==> src/verilog/mtap_pkg.sv <==
// Constants, object indices and carrier types for the multiturn absolute position block
// ------------------------------
// Operation
// - Revolution count goes down turning clockwise, up turning counter-clockwise.
// - Multiturn linear mode keeps a signed count from -32768 to +32767.
// - Passing +32767 wraps to -32768 and counting goes on; mirrored clockwise.
// - In-turn position is unsigned, 0..131071 at 17 bits, 0..8388607 at 23.
// - Multiturn linear mode with invalid stored position raises the encoder alarm.
// - Alarm clears once homing is established, mode 9 is written and the battery shows no fault.
// - Rotational mode keeps the multiturn value within the upper limit, never overflows.
// - Single-turn targets span one turn, shifted by the home offset as soon as it is written.
// - Writing mode 9 zeroes the revolution count, keeps position, clears the invalid-position alarm once homed.
// - Single-turn operation limits motion to one turn from the power-on position.
// - Battery below 3.2v raises the alarm; cleared by replacement and restart.
// - Battery below 2.5v or lost keeps the alarm until homing and clearing.
// - While the encoder alarm is active all motion is suspended.
// - Alarm shows on the panel, the alarm output pin and to the controller.
// - Two probe inputs work at once, latching position on rising and falling edges.
// ------------------------------
package mtap_pkg;

    // ------------------------------
    // Object indices
    // ------------------------------
    localparam logic [15:0] IDX_PROBE_POL    = 16'h2007;
    localparam logic [15:0] IDX_ENC_MODE     = 16'h2015;
    localparam logic [15:0] IDX_MT_LIMIT     = 16'h2663;
    localparam logic [15:0] IDX_ALARM_STAT   = 16'h2700;
    localparam logic [15:0] IDX_ACT_POS      = 16'h6064;
    localparam logic [15:0] IDX_HOME_OFFSET  = 16'h607C;
    localparam logic [15:0] IDX_PROBE_STAT   = 16'h60B9;
    localparam logic [15:0] IDX_P1_RISE      = 16'h60BA;
    localparam logic [15:0] IDX_P1_FALL      = 16'h60BB;
    localparam logic [15:0] IDX_P2_RISE      = 16'h60BC;
    localparam logic [15:0] IDX_P2_FALL      = 16'h60BD;

    // ------------------------------
    // Reset values and widths
    // ------------------------------
    localparam logic [15:0] PROBE_POL_RESET  = 16'h0003;
    localparam logic [15:0] ENC_MODE_RESET   = 16'h0000;
    localparam logic [15:0] MT_LIMIT_RESET   = 16'h0000;
    localparam int          ENC_BITS_DEF     = 23;
    localparam int          SYNC_STAGES      = 2;

    // Encoder mode codes
    localparam logic [15:0] MODE_INCR        = 16'h0000;
    localparam logic [15:0] MODE_MT_LINEAR   = 16'h0001;
    localparam logic [15:0] MODE_MT_ROTARY   = 16'h0002;
    localparam logic [15:0] MODE_SINGLE      = 16'h0003;
    localparam logic [15:0] MODE_CLEAR_MT    = 16'h0009;

    // Polarity field positions: a zero bit inverts that probe
    localparam int          POL_BIT_P1       = 0;
    localparam int          POL_BIT_P2       = 1;
    localparam int          NUM_PROBES       = 2;

    // ------------------------------
    // Carrier types
    // ------------------------------
    typedef struct packed {
        logic        wr;
        logic        rd;
        logic [15:0] index;
        logic [31:0] wdata;
    } mtap_obj_req_t;

    typedef struct packed {
        logic        valid;
        logic [31:0] rdata;
    } mtap_obj_rsp_t;

    typedef struct packed {
        logic        batt_low;
        logic        batt_fail;
        logic        backup_lost;
        logic        probe_two;
        logic        probe_one;
    } mtap_pins_t;

endpackage

==> src/verilog/mtap_sync.sv <==
// Two-stage synchroniser for asynchronous pin levels
`timescale 1ns/1ps
module mtap_sync #(
    parameter int WIDTH = 5
) (
    input  wire logic             ref_clk,
    input  wire logic             reset_n,
    input  wire logic [WIDTH-1:0] async_in,
    output logic      [WIDTH-1:0] sync_out
);
    import mtap_pkg::*;

    logic [WIDTH-1:0] meta_q;

    // First stage feeds only the second; nothing else looks at it
    always_ff @(posedge ref_clk) begin
        if (!reset_n) begin
            meta_q   <= '0;
            sync_out <= '0;
        end else begin
            meta_q   <= async_in;
            sync_out <= meta_q;
        end
    end
endmodule

==> src/verilog/mtap_probe.sv <==
// One probe channel: edge detect on a synchronised level and position latching
`timescale 1ns/1ps
module mtap_probe (
    input  wire logic        ref_clk,
    input  wire logic        reset_n,
    input  wire logic        level_in,
    input  wire logic        invert,
    input  wire logic [31:0] position,
    input  wire logic        flag_clear,
    output logic      [31:0] rise_pos_q,
    output logic      [31:0] fall_pos_q,
    output logic             rise_flag_q,
    output logic             fall_flag_q
);
    import mtap_pkg::*;

    logic level_q;
    logic level_d;
    logic rise;
    logic fall;

    assign level_d = level_in ^ invert;
    assign rise    = level_d & ~level_q;
    assign fall    = ~level_d & level_q;

    // Previous level; starts low so an input high at reset counts as a rising edge
    always_ff @(posedge ref_clk) begin
        if (!reset_n) begin
            level_q <= 1'b0;
        end else begin
            level_q <= level_d;
        end
    end

    // Latch feedback position on each edge, both edges independently
    always_ff @(posedge ref_clk) begin
        if (!reset_n) begin
            rise_pos_q <= 32'h0000_0000;
            fall_pos_q <= 32'h0000_0000;
        end else begin
            if (rise) begin
                rise_pos_q <= position;
            end
            if (fall) begin
                fall_pos_q <= position;
            end
        end
    end

    // Edge flags: a new edge wins over a clear in the same cycle
    always_ff @(posedge ref_clk) begin
        if (!reset_n) begin
            rise_flag_q <= 1'b0;
            fall_flag_q <= 1'b0;
        end else begin
            rise_flag_q <= rise | (rise_flag_q & ~flag_clear);
            fall_flag_q <= fall | (fall_flag_q & ~flag_clear);
        end
    end
endmodule

==> src/verilog/mtap_top.sv <==
// Multiturn absolute position tracking, encoder alarm and probe latching
`timescale 1ns/1ps
module mtap_top #(
    parameter int ENC_BITS = mtap_pkg::ENC_BITS_DEF
) (
    input  wire logic                  ref_clk,
    input  wire logic                  reset_n,
    input  wire mtap_pkg::mtap_obj_req_t obj_req,
    output mtap_pkg::mtap_obj_rsp_t    obj_rsp_q,
    input  wire mtap_pkg::mtap_pins_t  pins,
    input  wire logic                  enc_sample,
    input  wire logic [ENC_BITS-1:0]   enc_pos,
    input  wire logic                  homing_done,
    input  wire logic                  restart_req,
    input  wire logic [31:0]           target_pos,
    output logic                       alarm_output_pin_q,
    output logic                       panel_alarm_q,
    output logic                       motion_enable_q,
    output logic                       target_ok_q,
    output logic                       turn_limit_q,
    output logic signed [15:0]         rev_count_q,
    output logic [15:0]                rotary_count_q,
    output logic [ENC_BITS-1:0]        in_turn_q
);
    import mtap_pkg::*;

    // ------------------------------
    // Pin synchronisation
    // ------------------------------
    mtap_pins_t pins_s;

    mtap_sync #(
        .WIDTH    ($bits(mtap_pins_t))
    ) u_sync (
        .ref_clk  (ref_clk),
        .reset_n  (reset_n),
        .async_in (pins),
        .sync_out (pins_s)
    );

    // ------------------------------
    // Object registers
    // ------------------------------
    logic [15:0]        probe_pol_q;
    logic [1:0]         pol_active_q;
    logic [15:0]        enc_mode_q;
    logic [15:0]        mt_limit_q;
    logic [31:0]        home_offset_q;
    logic               wr_mode;
    logic               clear_mt;

    assign wr_mode  = obj_req.wr && (obj_req.index == IDX_ENC_MODE);
    assign clear_mt = wr_mode && (obj_req.wdata[15:0] == MODE_CLEAR_MT);

    // Parameter writes; mode 9 is a command and leaves the stored mode alone
    always_ff @(posedge ref_clk) begin
        if (!reset_n) begin
            probe_pol_q   <= PROBE_POL_RESET;
            enc_mode_q    <= ENC_MODE_RESET;
            mt_limit_q    <= MT_LIMIT_RESET;
            home_offset_q <= 32'h0000_0000;
        end else if (obj_req.wr) begin
            case (obj_req.index)
                IDX_PROBE_POL:   probe_pol_q   <= obj_req.wdata[15:0];
                IDX_ENC_MODE:    if (!clear_mt) enc_mode_q <= obj_req.wdata[15:0];
                IDX_MT_LIMIT:    mt_limit_q    <= obj_req.wdata[15:0];
                IDX_HOME_OFFSET: home_offset_q <= obj_req.wdata;
                default:         ;
            endcase
        end
    end

    // Polarity only takes effect at a restart, so a live write cannot glitch a probe
    always_ff @(posedge ref_clk) begin
        if (!reset_n) begin
            pol_active_q <= PROBE_POL_RESET[1:0];
        end else if (restart_req) begin
            pol_active_q <= probe_pol_q[1:0];
        end
    end

    // ------------------------------
    // Revolution tracking
    // ------------------------------
    logic [1:0] quad_prev;
    logic [1:0] quad_new;
    logic       step_ccw;
    logic       step_cw;
    logic       seen_q;

    assign quad_prev = in_turn_q[ENC_BITS-1 -: 2];
    assign quad_new  = enc_pos[ENC_BITS-1 -: 2];
    // A jump across the top quadrant boundary is a full-turn crossing
    assign step_ccw  = enc_sample && seen_q && (quad_prev == 2'b11) && (quad_new == 2'b00);
    assign step_cw   = enc_sample && seen_q && (quad_prev == 2'b00) && (quad_new == 2'b11);

    // In-turn position, unsigned, width set by encoder resolution
    always_ff @(posedge ref_clk) begin
        if (!reset_n) begin
            in_turn_q <= '0;
            seen_q    <= 1'b0;
        end else if (enc_sample) begin
            in_turn_q <= enc_pos;
            seen_q    <= 1'b1;
        end
    end

    // Signed count; 16-bit arithmetic wraps +32767 to -32768 and back
    always_ff @(posedge ref_clk) begin
        if (!reset_n) begin
            rev_count_q <= 16'sh0000;
        end else if (clear_mt) begin
            rev_count_q <= 16'sh0000;
        end else if (step_ccw) begin
            rev_count_q <= rev_count_q + 16'sh0001;
        end else if (step_cw) begin
            rev_count_q <= rev_count_q - 16'sh0001;
        end
    end

    // Rotational count stays within 0..limit whatever the direction
    always_ff @(posedge ref_clk) begin
        if (!reset_n) begin
            rotary_count_q <= 16'h0000;
        end else if (clear_mt) begin
            rotary_count_q <= 16'h0000;
        end else if (step_ccw) begin
            rotary_count_q <= (rotary_count_q >= mt_limit_q) ? 16'h0000
                                                             : rotary_count_q + 16'h0001;
        end else if (step_cw) begin
            rotary_count_q <= (rotary_count_q == 16'h0000) ? mt_limit_q
                                                           : rotary_count_q - 16'h0001;
        end
    end

    // ------------------------------
    // Single-turn window
    // ------------------------------
    logic signed [15:0] rev_pwr_q;
    logic               pwr_taken_q;
    logic [31:0]        turn_span;
    logic [31:0]        tgt_rel;

    // Capture the count at the first sample after power-on as the turn origin
    always_ff @(posedge ref_clk) begin
        if (!reset_n) begin
            rev_pwr_q   <= 16'sh0000;
            pwr_taken_q <= 1'b0;
        end else if (!pwr_taken_q && seen_q) begin
            rev_pwr_q   <= rev_count_q;
            pwr_taken_q <= 1'b1;
        end
    end

    assign turn_span = 32'((64'd1 << ENC_BITS) - 64'd1);
    assign tgt_rel   = target_pos - home_offset_q;

    // Leaving the power-on turn in single-turn mode stops motion
    always_ff @(posedge ref_clk) begin
        if (!reset_n) begin
            turn_limit_q <= 1'b0;
        end else begin
            turn_limit_q <= (enc_mode_q == MODE_SINGLE) && pwr_taken_q
                            && (rev_count_q != rev_pwr_q);
        end
    end

    // Target window is [offset, offset + one turn - 1]; unsigned wrap handles the shift
    always_ff @(posedge ref_clk) begin
        if (!reset_n) begin
            target_ok_q <= 1'b0;
        end else if (enc_mode_q == MODE_SINGLE) begin
            target_ok_q <= (tgt_rel <= turn_span);
        end else begin
            target_ok_q <= 1'b1;
        end
    end

    // ------------------------------
    // Encoder alarm
    // ------------------------------
    logic invalid_q;
    logic low_q;
    logic homed_q;
    logic abs_mode;
    logic alarm_d;

    assign abs_mode = (enc_mode_q == MODE_MT_LINEAR) || (enc_mode_q == MODE_MT_ROTARY);

    // Homing must be seen before a clear can validate the data
    always_ff @(posedge ref_clk) begin
        if (!reset_n) begin
            homed_q <= 1'b0;
        end else if (homing_done) begin
            homed_q <= 1'b1;
        end
    end

    // Lost backup data or deep discharge sticks until homing plus a multiturn clear;
    // a fault present in the same cycle as the clear wins
    always_ff @(posedge ref_clk) begin
        if (!reset_n) begin
            invalid_q <= 1'b0;
        end else if (pins_s.backup_lost || pins_s.batt_fail) begin
            invalid_q <= 1'b1;
        end else if (clear_mt && homed_q && !pins_s.batt_low) begin
            invalid_q <= 1'b0;
        end
    end

    // Low battery sticks until restart; reset is the only way out
    always_ff @(posedge ref_clk) begin
        if (!reset_n) begin
            low_q <= 1'b0;
        end else if (pins_s.batt_low) begin
            low_q <= 1'b1;
        end
    end

    assign alarm_d = abs_mode && (invalid_q || low_q);

    // Same alarm drives panel, pin and the controller status object
    always_ff @(posedge ref_clk) begin
        if (!reset_n) begin
            alarm_output_pin_q <= 1'b0;
            panel_alarm_q      <= 1'b0;
            motion_enable_q    <= 1'b0;
        end else begin
            alarm_output_pin_q <= alarm_d;
            panel_alarm_q      <= alarm_d;
            motion_enable_q    <= !alarm_d && !turn_limit_q;
        end
    end

    // ------------------------------
    // Probes
    // ------------------------------
    logic [31:0] fb_pos;
    logic [NUM_PROBES-1:0] probe_lvl;
    logic [NUM_PROBES-1:0] probe_inv;
    logic [31:0] p_rise [NUM_PROBES];
    logic [31:0] p_fall [NUM_PROBES];
    logic [NUM_PROBES-1:0] p_rflag;
    logic [NUM_PROBES-1:0] p_fflag;
    logic        stat_rd;

    // Feedback position: count in the upper bits, in-turn position below
    assign fb_pos    = 32'({rev_count_q, in_turn_q});
    assign probe_lvl = {pins_s.probe_two, pins_s.probe_one};
    // A zero polarity bit inverts that probe
    assign probe_inv = {~pol_active_q[POL_BIT_P2], ~pol_active_q[POL_BIT_P1]};
    // Reading the probe status clears its edge flags
    assign stat_rd   = obj_req.rd && (obj_req.index == IDX_PROBE_STAT);

    generate
        for (genvar i = 0; i < NUM_PROBES; i++) begin : g_probe
            mtap_probe u_probe (
                .ref_clk     (ref_clk),
                .reset_n     (reset_n),
                .level_in    (probe_lvl[i]),
                .invert      (probe_inv[i]),
                .position    (fb_pos),
                .flag_clear  (stat_rd),
                .rise_pos_q  (p_rise[i]),
                .fall_pos_q  (p_fall[i]),
                .rise_flag_q (p_rflag[i]),
                .fall_flag_q (p_fflag[i])
            );
        end
    endgenerate

    // ------------------------------
    // Object reads
    // ------------------------------
    logic [31:0] rd_mux;

    // Unknown indices read as zero
    always_comb begin
        case (obj_req.index)
            IDX_PROBE_POL:   rd_mux = {16'h0000, probe_pol_q};
            IDX_ENC_MODE:    rd_mux = {16'h0000, enc_mode_q};
            IDX_MT_LIMIT:    rd_mux = {16'h0000, mt_limit_q};
            IDX_HOME_OFFSET: rd_mux = home_offset_q;
            IDX_ACT_POS:     rd_mux = (enc_mode_q == MODE_MT_ROTARY)
                                      ? 32'({rotary_count_q, in_turn_q}) : fb_pos;
            IDX_ALARM_STAT:  rd_mux = {28'h000_0000, homed_q, low_q, invalid_q, alarm_d};
            IDX_PROBE_STAT:  rd_mux = {22'h00_0000, p_fflag[1], p_rflag[1], 6'h00,
                                       p_fflag[0], p_rflag[0]};
            IDX_P1_RISE:     rd_mux = p_rise[0];
            IDX_P1_FALL:     rd_mux = p_fall[0];
            IDX_P2_RISE:     rd_mux = p_rise[1];
            IDX_P2_FALL:     rd_mux = p_fall[1];
            default:         rd_mux = 32'h0000_0000;
        endcase
    end

    // Read answer one cycle after the request; the position is a live snapshot,
    // so the controller must read at standstill and compare two reads
    always_ff @(posedge ref_clk) begin
        if (!reset_n) begin
            obj_rsp_q <= '0;
        end else begin
            obj_rsp_q.valid <= obj_req.rd;
            obj_rsp_q.rdata <= obj_req.rd ? rd_mux : 32'h0000_0000;
        end
    end
endmodule

==> config.mk <==
export PLATFORM = sky130hd
export DESIGN_NAME = mtap_top
export DESIGN_NICKNAME = d
export VERILOG_FILES = /design/src/verilog/mtap_pkg.sv /design/src/verilog/mtap_sync.sv /design/src/verilog/mtap_probe.sv /design/src/verilog/mtap_top.sv
export SDC_FILE = /design/constraint.sdc
export NUM_CORES = 1
export LEC_CHECK = 0
export ABC_AREA = 1
export CAP_MARGIN = 20
export CELL_PAD_IN_SITES_DETAIL_PLACEMENT = 0
export CELL_PAD_IN_SITES_GLOBAL_PLACEMENT = 2
export CORE_UTILIZATION = 35
export CTS_CLUSTER_SIZE = 40
export DETAILED_ROUTE_END_ITERATION = 10
export DONT_BUFFER_PORTS = 1
export PLACE_DENSITY = 0.82
export SLEW_MARGIN = 10
export SYNTH_ARGS = -nofsm -noshare
export SYNTH_HDL_FRONTEND = slang
export SYNTH_HIERARCHICAL = 1
export SYNTH_SLANG_ARGS = --single-unit
==> constraint.sdc <==
create_clock -name ref_clk -period 3.7 [get_ports ref_clk]
set_input_delay 0.555 -clock ref_clk [delete_from_list [all_inputs] [get_ports ref_clk]]
set_output_delay 0.555 -clock ref_clk [all_outputs]
set_load 0.01 [all_outputs]
==> flow_metrics.py <==
metrics = {
    "cts": {
        "cts_sinks": 339,
        "clkSlewWorstSetupHoldPaths_ps": 60,
        "hold_buffers": 0,
        "cts_tree": "yes",
        "cts-root-buf": "clkbuf_16",
        "post-cts-setup-buffer-count": 0,
        "cts_buffer_depth": 3,
        "ctsResizeCount": 0,
        "cts_buffers": 40,
        "clk_latency_ps": 570,
        "htreeDepth": 2,
    },
    "worst_setup_path": {
        "required_ps": 4160,
        "cp-start-kind": "flop",
        "critPathCaptureType": "flop",
        "criticalPathCategory": "flop to flop",
        "cp.arrival_ps": 3270,
        "cp_max_fo": 14,
    },
    "global_routing": {
        "grt_pass1_vias": 17200,
        "grt_max_degree": 206,
        "track_usage_pct": 24.3,
        "grt_pass1_wl_um": 105000,
        "antenna_found_initial": 3,
        "grt_overflow": 0,
    },
    "die": {
        "die_y_um": 237,
        "fp.dieW_um": 237,
        "pin_count": 208,
        "start_util_pct": 35.7,
        "die_area_um2": 56100,
        "rows": 85,
        "core_region_area_um2": 54100,
    },
    "power": {
        "p_sw_w": 0.00242,
        "leakage_nw": 9.94,
        "swShare_pct": 27.0,
        "power_frac_comb_pct": 10.8,
        "pwr-share-seq_pct": 44.2,
        "peakVddDrop_mv": 0.277,
        "power.internal_w": 0.00653,
        "powerDensity_nw_per_um2": 424,
        "clockPowerShare_pct": 45.0,
    },
    "synth": {
        "synth-seq-cells": 339,
        "synth-edff-count": 0,
        "async_reset_ff_share_pct": 0,
        "yosysUniqueCellTypes": 56,
        "synth_area_per_cell_um2": 6.40,
        "syn_nets": 3201,
        "mappedNetlistArea_um2": 19300,
        "yosys_warnings": 6,
        "synth-seq-area-share_pct": 35.1,
        "ys.flop_type": "dfxtp_1",
        "synth_cells": 3020,
    },
    "hold_path": {
        "hold_path.class": "input pin to flop",
    },
    "placement": {
        "post_dp_cell_area_um2": 19800,
        "numPortBuffers": 0,
        "dp_hpwl_um": 50800,
        "place.gp.congestion": 0.891,
    },
    "routing": {
        "ant_nets": 0,
        "routed-via-count": 18200,
        "drc": 0,
        "routed_wl_um": 68700,
        "drt-initial-drc-count": 1143,
        "wl_per_cell_um": 18.6,
        "dr.pass1.iters": 5,
        "avgViaCountPerCell": 4.92,
    },
    "timing": {
        "worst_clock_skew_ps": 24.1,
        "maxSlewHeadroom_pct": 42.2,
        "setup_viol": 0,
        "worst_pin_slew_ps": 867,
        "fin_crit_ps": 2800,
        "max_freq_ghz": 0.357,
        "min_period_over_period_pct": 75.7,
        "fin_setup_tns_ps": 0,
        "rsz0062_at_grt": "no",
        "hold_violations": 0,
        "final_max_slew_viol_count": 0,
    },
    "finish": {
        "drive_gt1_share_pct": 5.23,
        "fin_nets": 3156,
        "mostFrequentLayoutCells": "nand2_1, inv_1, nor2_1",
        "final_common_cell": "nand2_1",
        "diodes": 0,
        "postLayoutCellArea_um2": 21100,
        "area_growth_pct": 9.41,
    },
    "run": {
        "maxCapViolations": 0,
    },
    "outcome": {
        "status": "finished clean",
    },
}
[sequential cells by signal (all words and copies together), names as in the netlist, 2 cells and up]
name and flops:
g_probe.u_probe/fall_pos_q 64, mt_limit_q 16, g_probe.u_probe/level_q 2, g_probe.u_probe/rise_flag_q 2
home_offset_q 32, rev_pwr_q 16, rotary_count_q 16, in_turn_q 23
pol_active_q 2, g_probe.u_probe/rise_pos_q 64, probe_pol_q 16, obj_rsp_q 33
enc_mode_q 16, g_probe.u_probe/fall_flag_q 2, u_sync/meta_q 5, u_sync/sync_out 5
rev_count_q 16
[worst max-delay path, cell delays in order, from the launching register on]
cell,delay [ps]
dfxtp_1,550
nand4_1,140
buf_4,230
ha_1,360
nand3_1,90
nand3_1,110
inv_1,50
o21a_1,200
o21ai_0,350
nand2_1,170
o211ai_1,210
nand3_1,90
nand2_1,70
inv_1,30
[Yosys cell counts, types with 7 or more instances]
| library cell | n | area share [%] |
|---|---|---|
| buf_1 | 9 | 0.17 |
| a211oi_1 | 38 | 1.5 |
| nor2_1 | 439 | 8.5 |
| o21ai_0 | 185 | 4.8 |
| inv_1 | 571 | 11 |
| xor2_1 | 23 | 1.0 |
| a21oi_1 | 148 | 3.8 |
| nand3_1 | 151 | 3.9 |
| o22ai_1 | 15 | 0.49 |
| nor4_1 | 14 | 0.45 |
| dfxtp_1 | 339 | 35 |
| inv_2 | 10 | 0.19 |
| buf_2 | 45 | 1.2 |
| nor3_1 | 44 | 1.1 |
| o211ai_1 | 7 | 0.27 |
| nand2_1 | 699 | 14 |
| xnor2_1 | 8 | 0.36 |
| buf_6 | 16 | 0.93 |
| clkbuf_1 | 46 | 0.89 |
| nand4_1 | 27 | 0.87 |
| or2_2 | 12 | 0.39 |
| a31oi_1 | 10 | 0.32 |
| ha_1 | 64 | 4.1 |
| a211oi_2 | 20 | 1.3 |
| buf_4 | 8 | 0.31 |
[cells by family (layout without fill, tap and decap cells)]
family | Yosys count | count (layout) | share of synthesized area [%]
xor gates and xnor gates | 31 | 31 | 1.41
and+or+nand+nor | 1423 | 1423 | 30.5
adders and majority gates | 66 | 66 | 4.35
DFF | 339 | 339 | 35.1
AOI/OAI and AO/OA | 453 | 453 | 13.8
buffers and inverters | 708 | 691 | 14.8
[cell type report]
cell class | instances | area, µm²
multi-input cells | 1973 | 9670
inverters | 584 | 2190
clock buffers | 65 | 1230
flip-flops and latches | 339 | 6790
clock inverters | 5 | 82.6
fillers | 5765 | 33000
repair buffers | 37 | 305
well taps | 696 | 871
[through the flow]
stage	worst slack [ps]	cells	util (%)	total power, W	hold WS, ps
floorplan	790	3020	-	0.00479	386
global placement	825	3626	36.5	0.00499	391
detailed placement	829	3627	36.6	0.00501	400
CTS	889	3697	39.0	0.00905	55.5
global route	636	3699	39.0	0.00936	79.8
finish	898	3699	39.0	0.00895	84.2
[power groups by stage]
stage	clock [W]	combinational (W)	sequential [W]
2_1_floorplan	0	0.000811	0.00398
3_3_place_gp	0	0.000953	0.00404
3_5_place_dp	0	0.000965	0.00404
4_1_cts	0.00412	0.000973	0.00396
5_1_grt	0.00425	0.00113	0.00398
6_report	0.00403	0.000967	0.00396
[layer usage]
| metal | GRT usage (%) | wire length [µm] | up-vias |
|---|---|---|---|
| met5 | 0 | 0 | - |
| met4 | 5.79 | 1320 | 0 |
| met3 | 4.42 | 4170 | 83 |
| met2 | 41.6 | 32600 | 454 |
| met1 | 31.3 | 30600 | 8344 |
| li1 | - | - | 9305 |
[path summary, 6_finish.rpt]
check	startpoint	end	slack, ps	cells past startpoint
setup / recovery	in_turn_q[21]	rev_count_q[11]	900	13
hold / removal	pins[1]	u_sync/meta_q[1]	80	2
setup reg to reg	in_turn_q[21]	rev_count_q[11]	900	13
hold reg to reg	u_sync/meta_q[3]	u_sync/sync_out[3]	410	2
(Power assumes the default switching activity.)
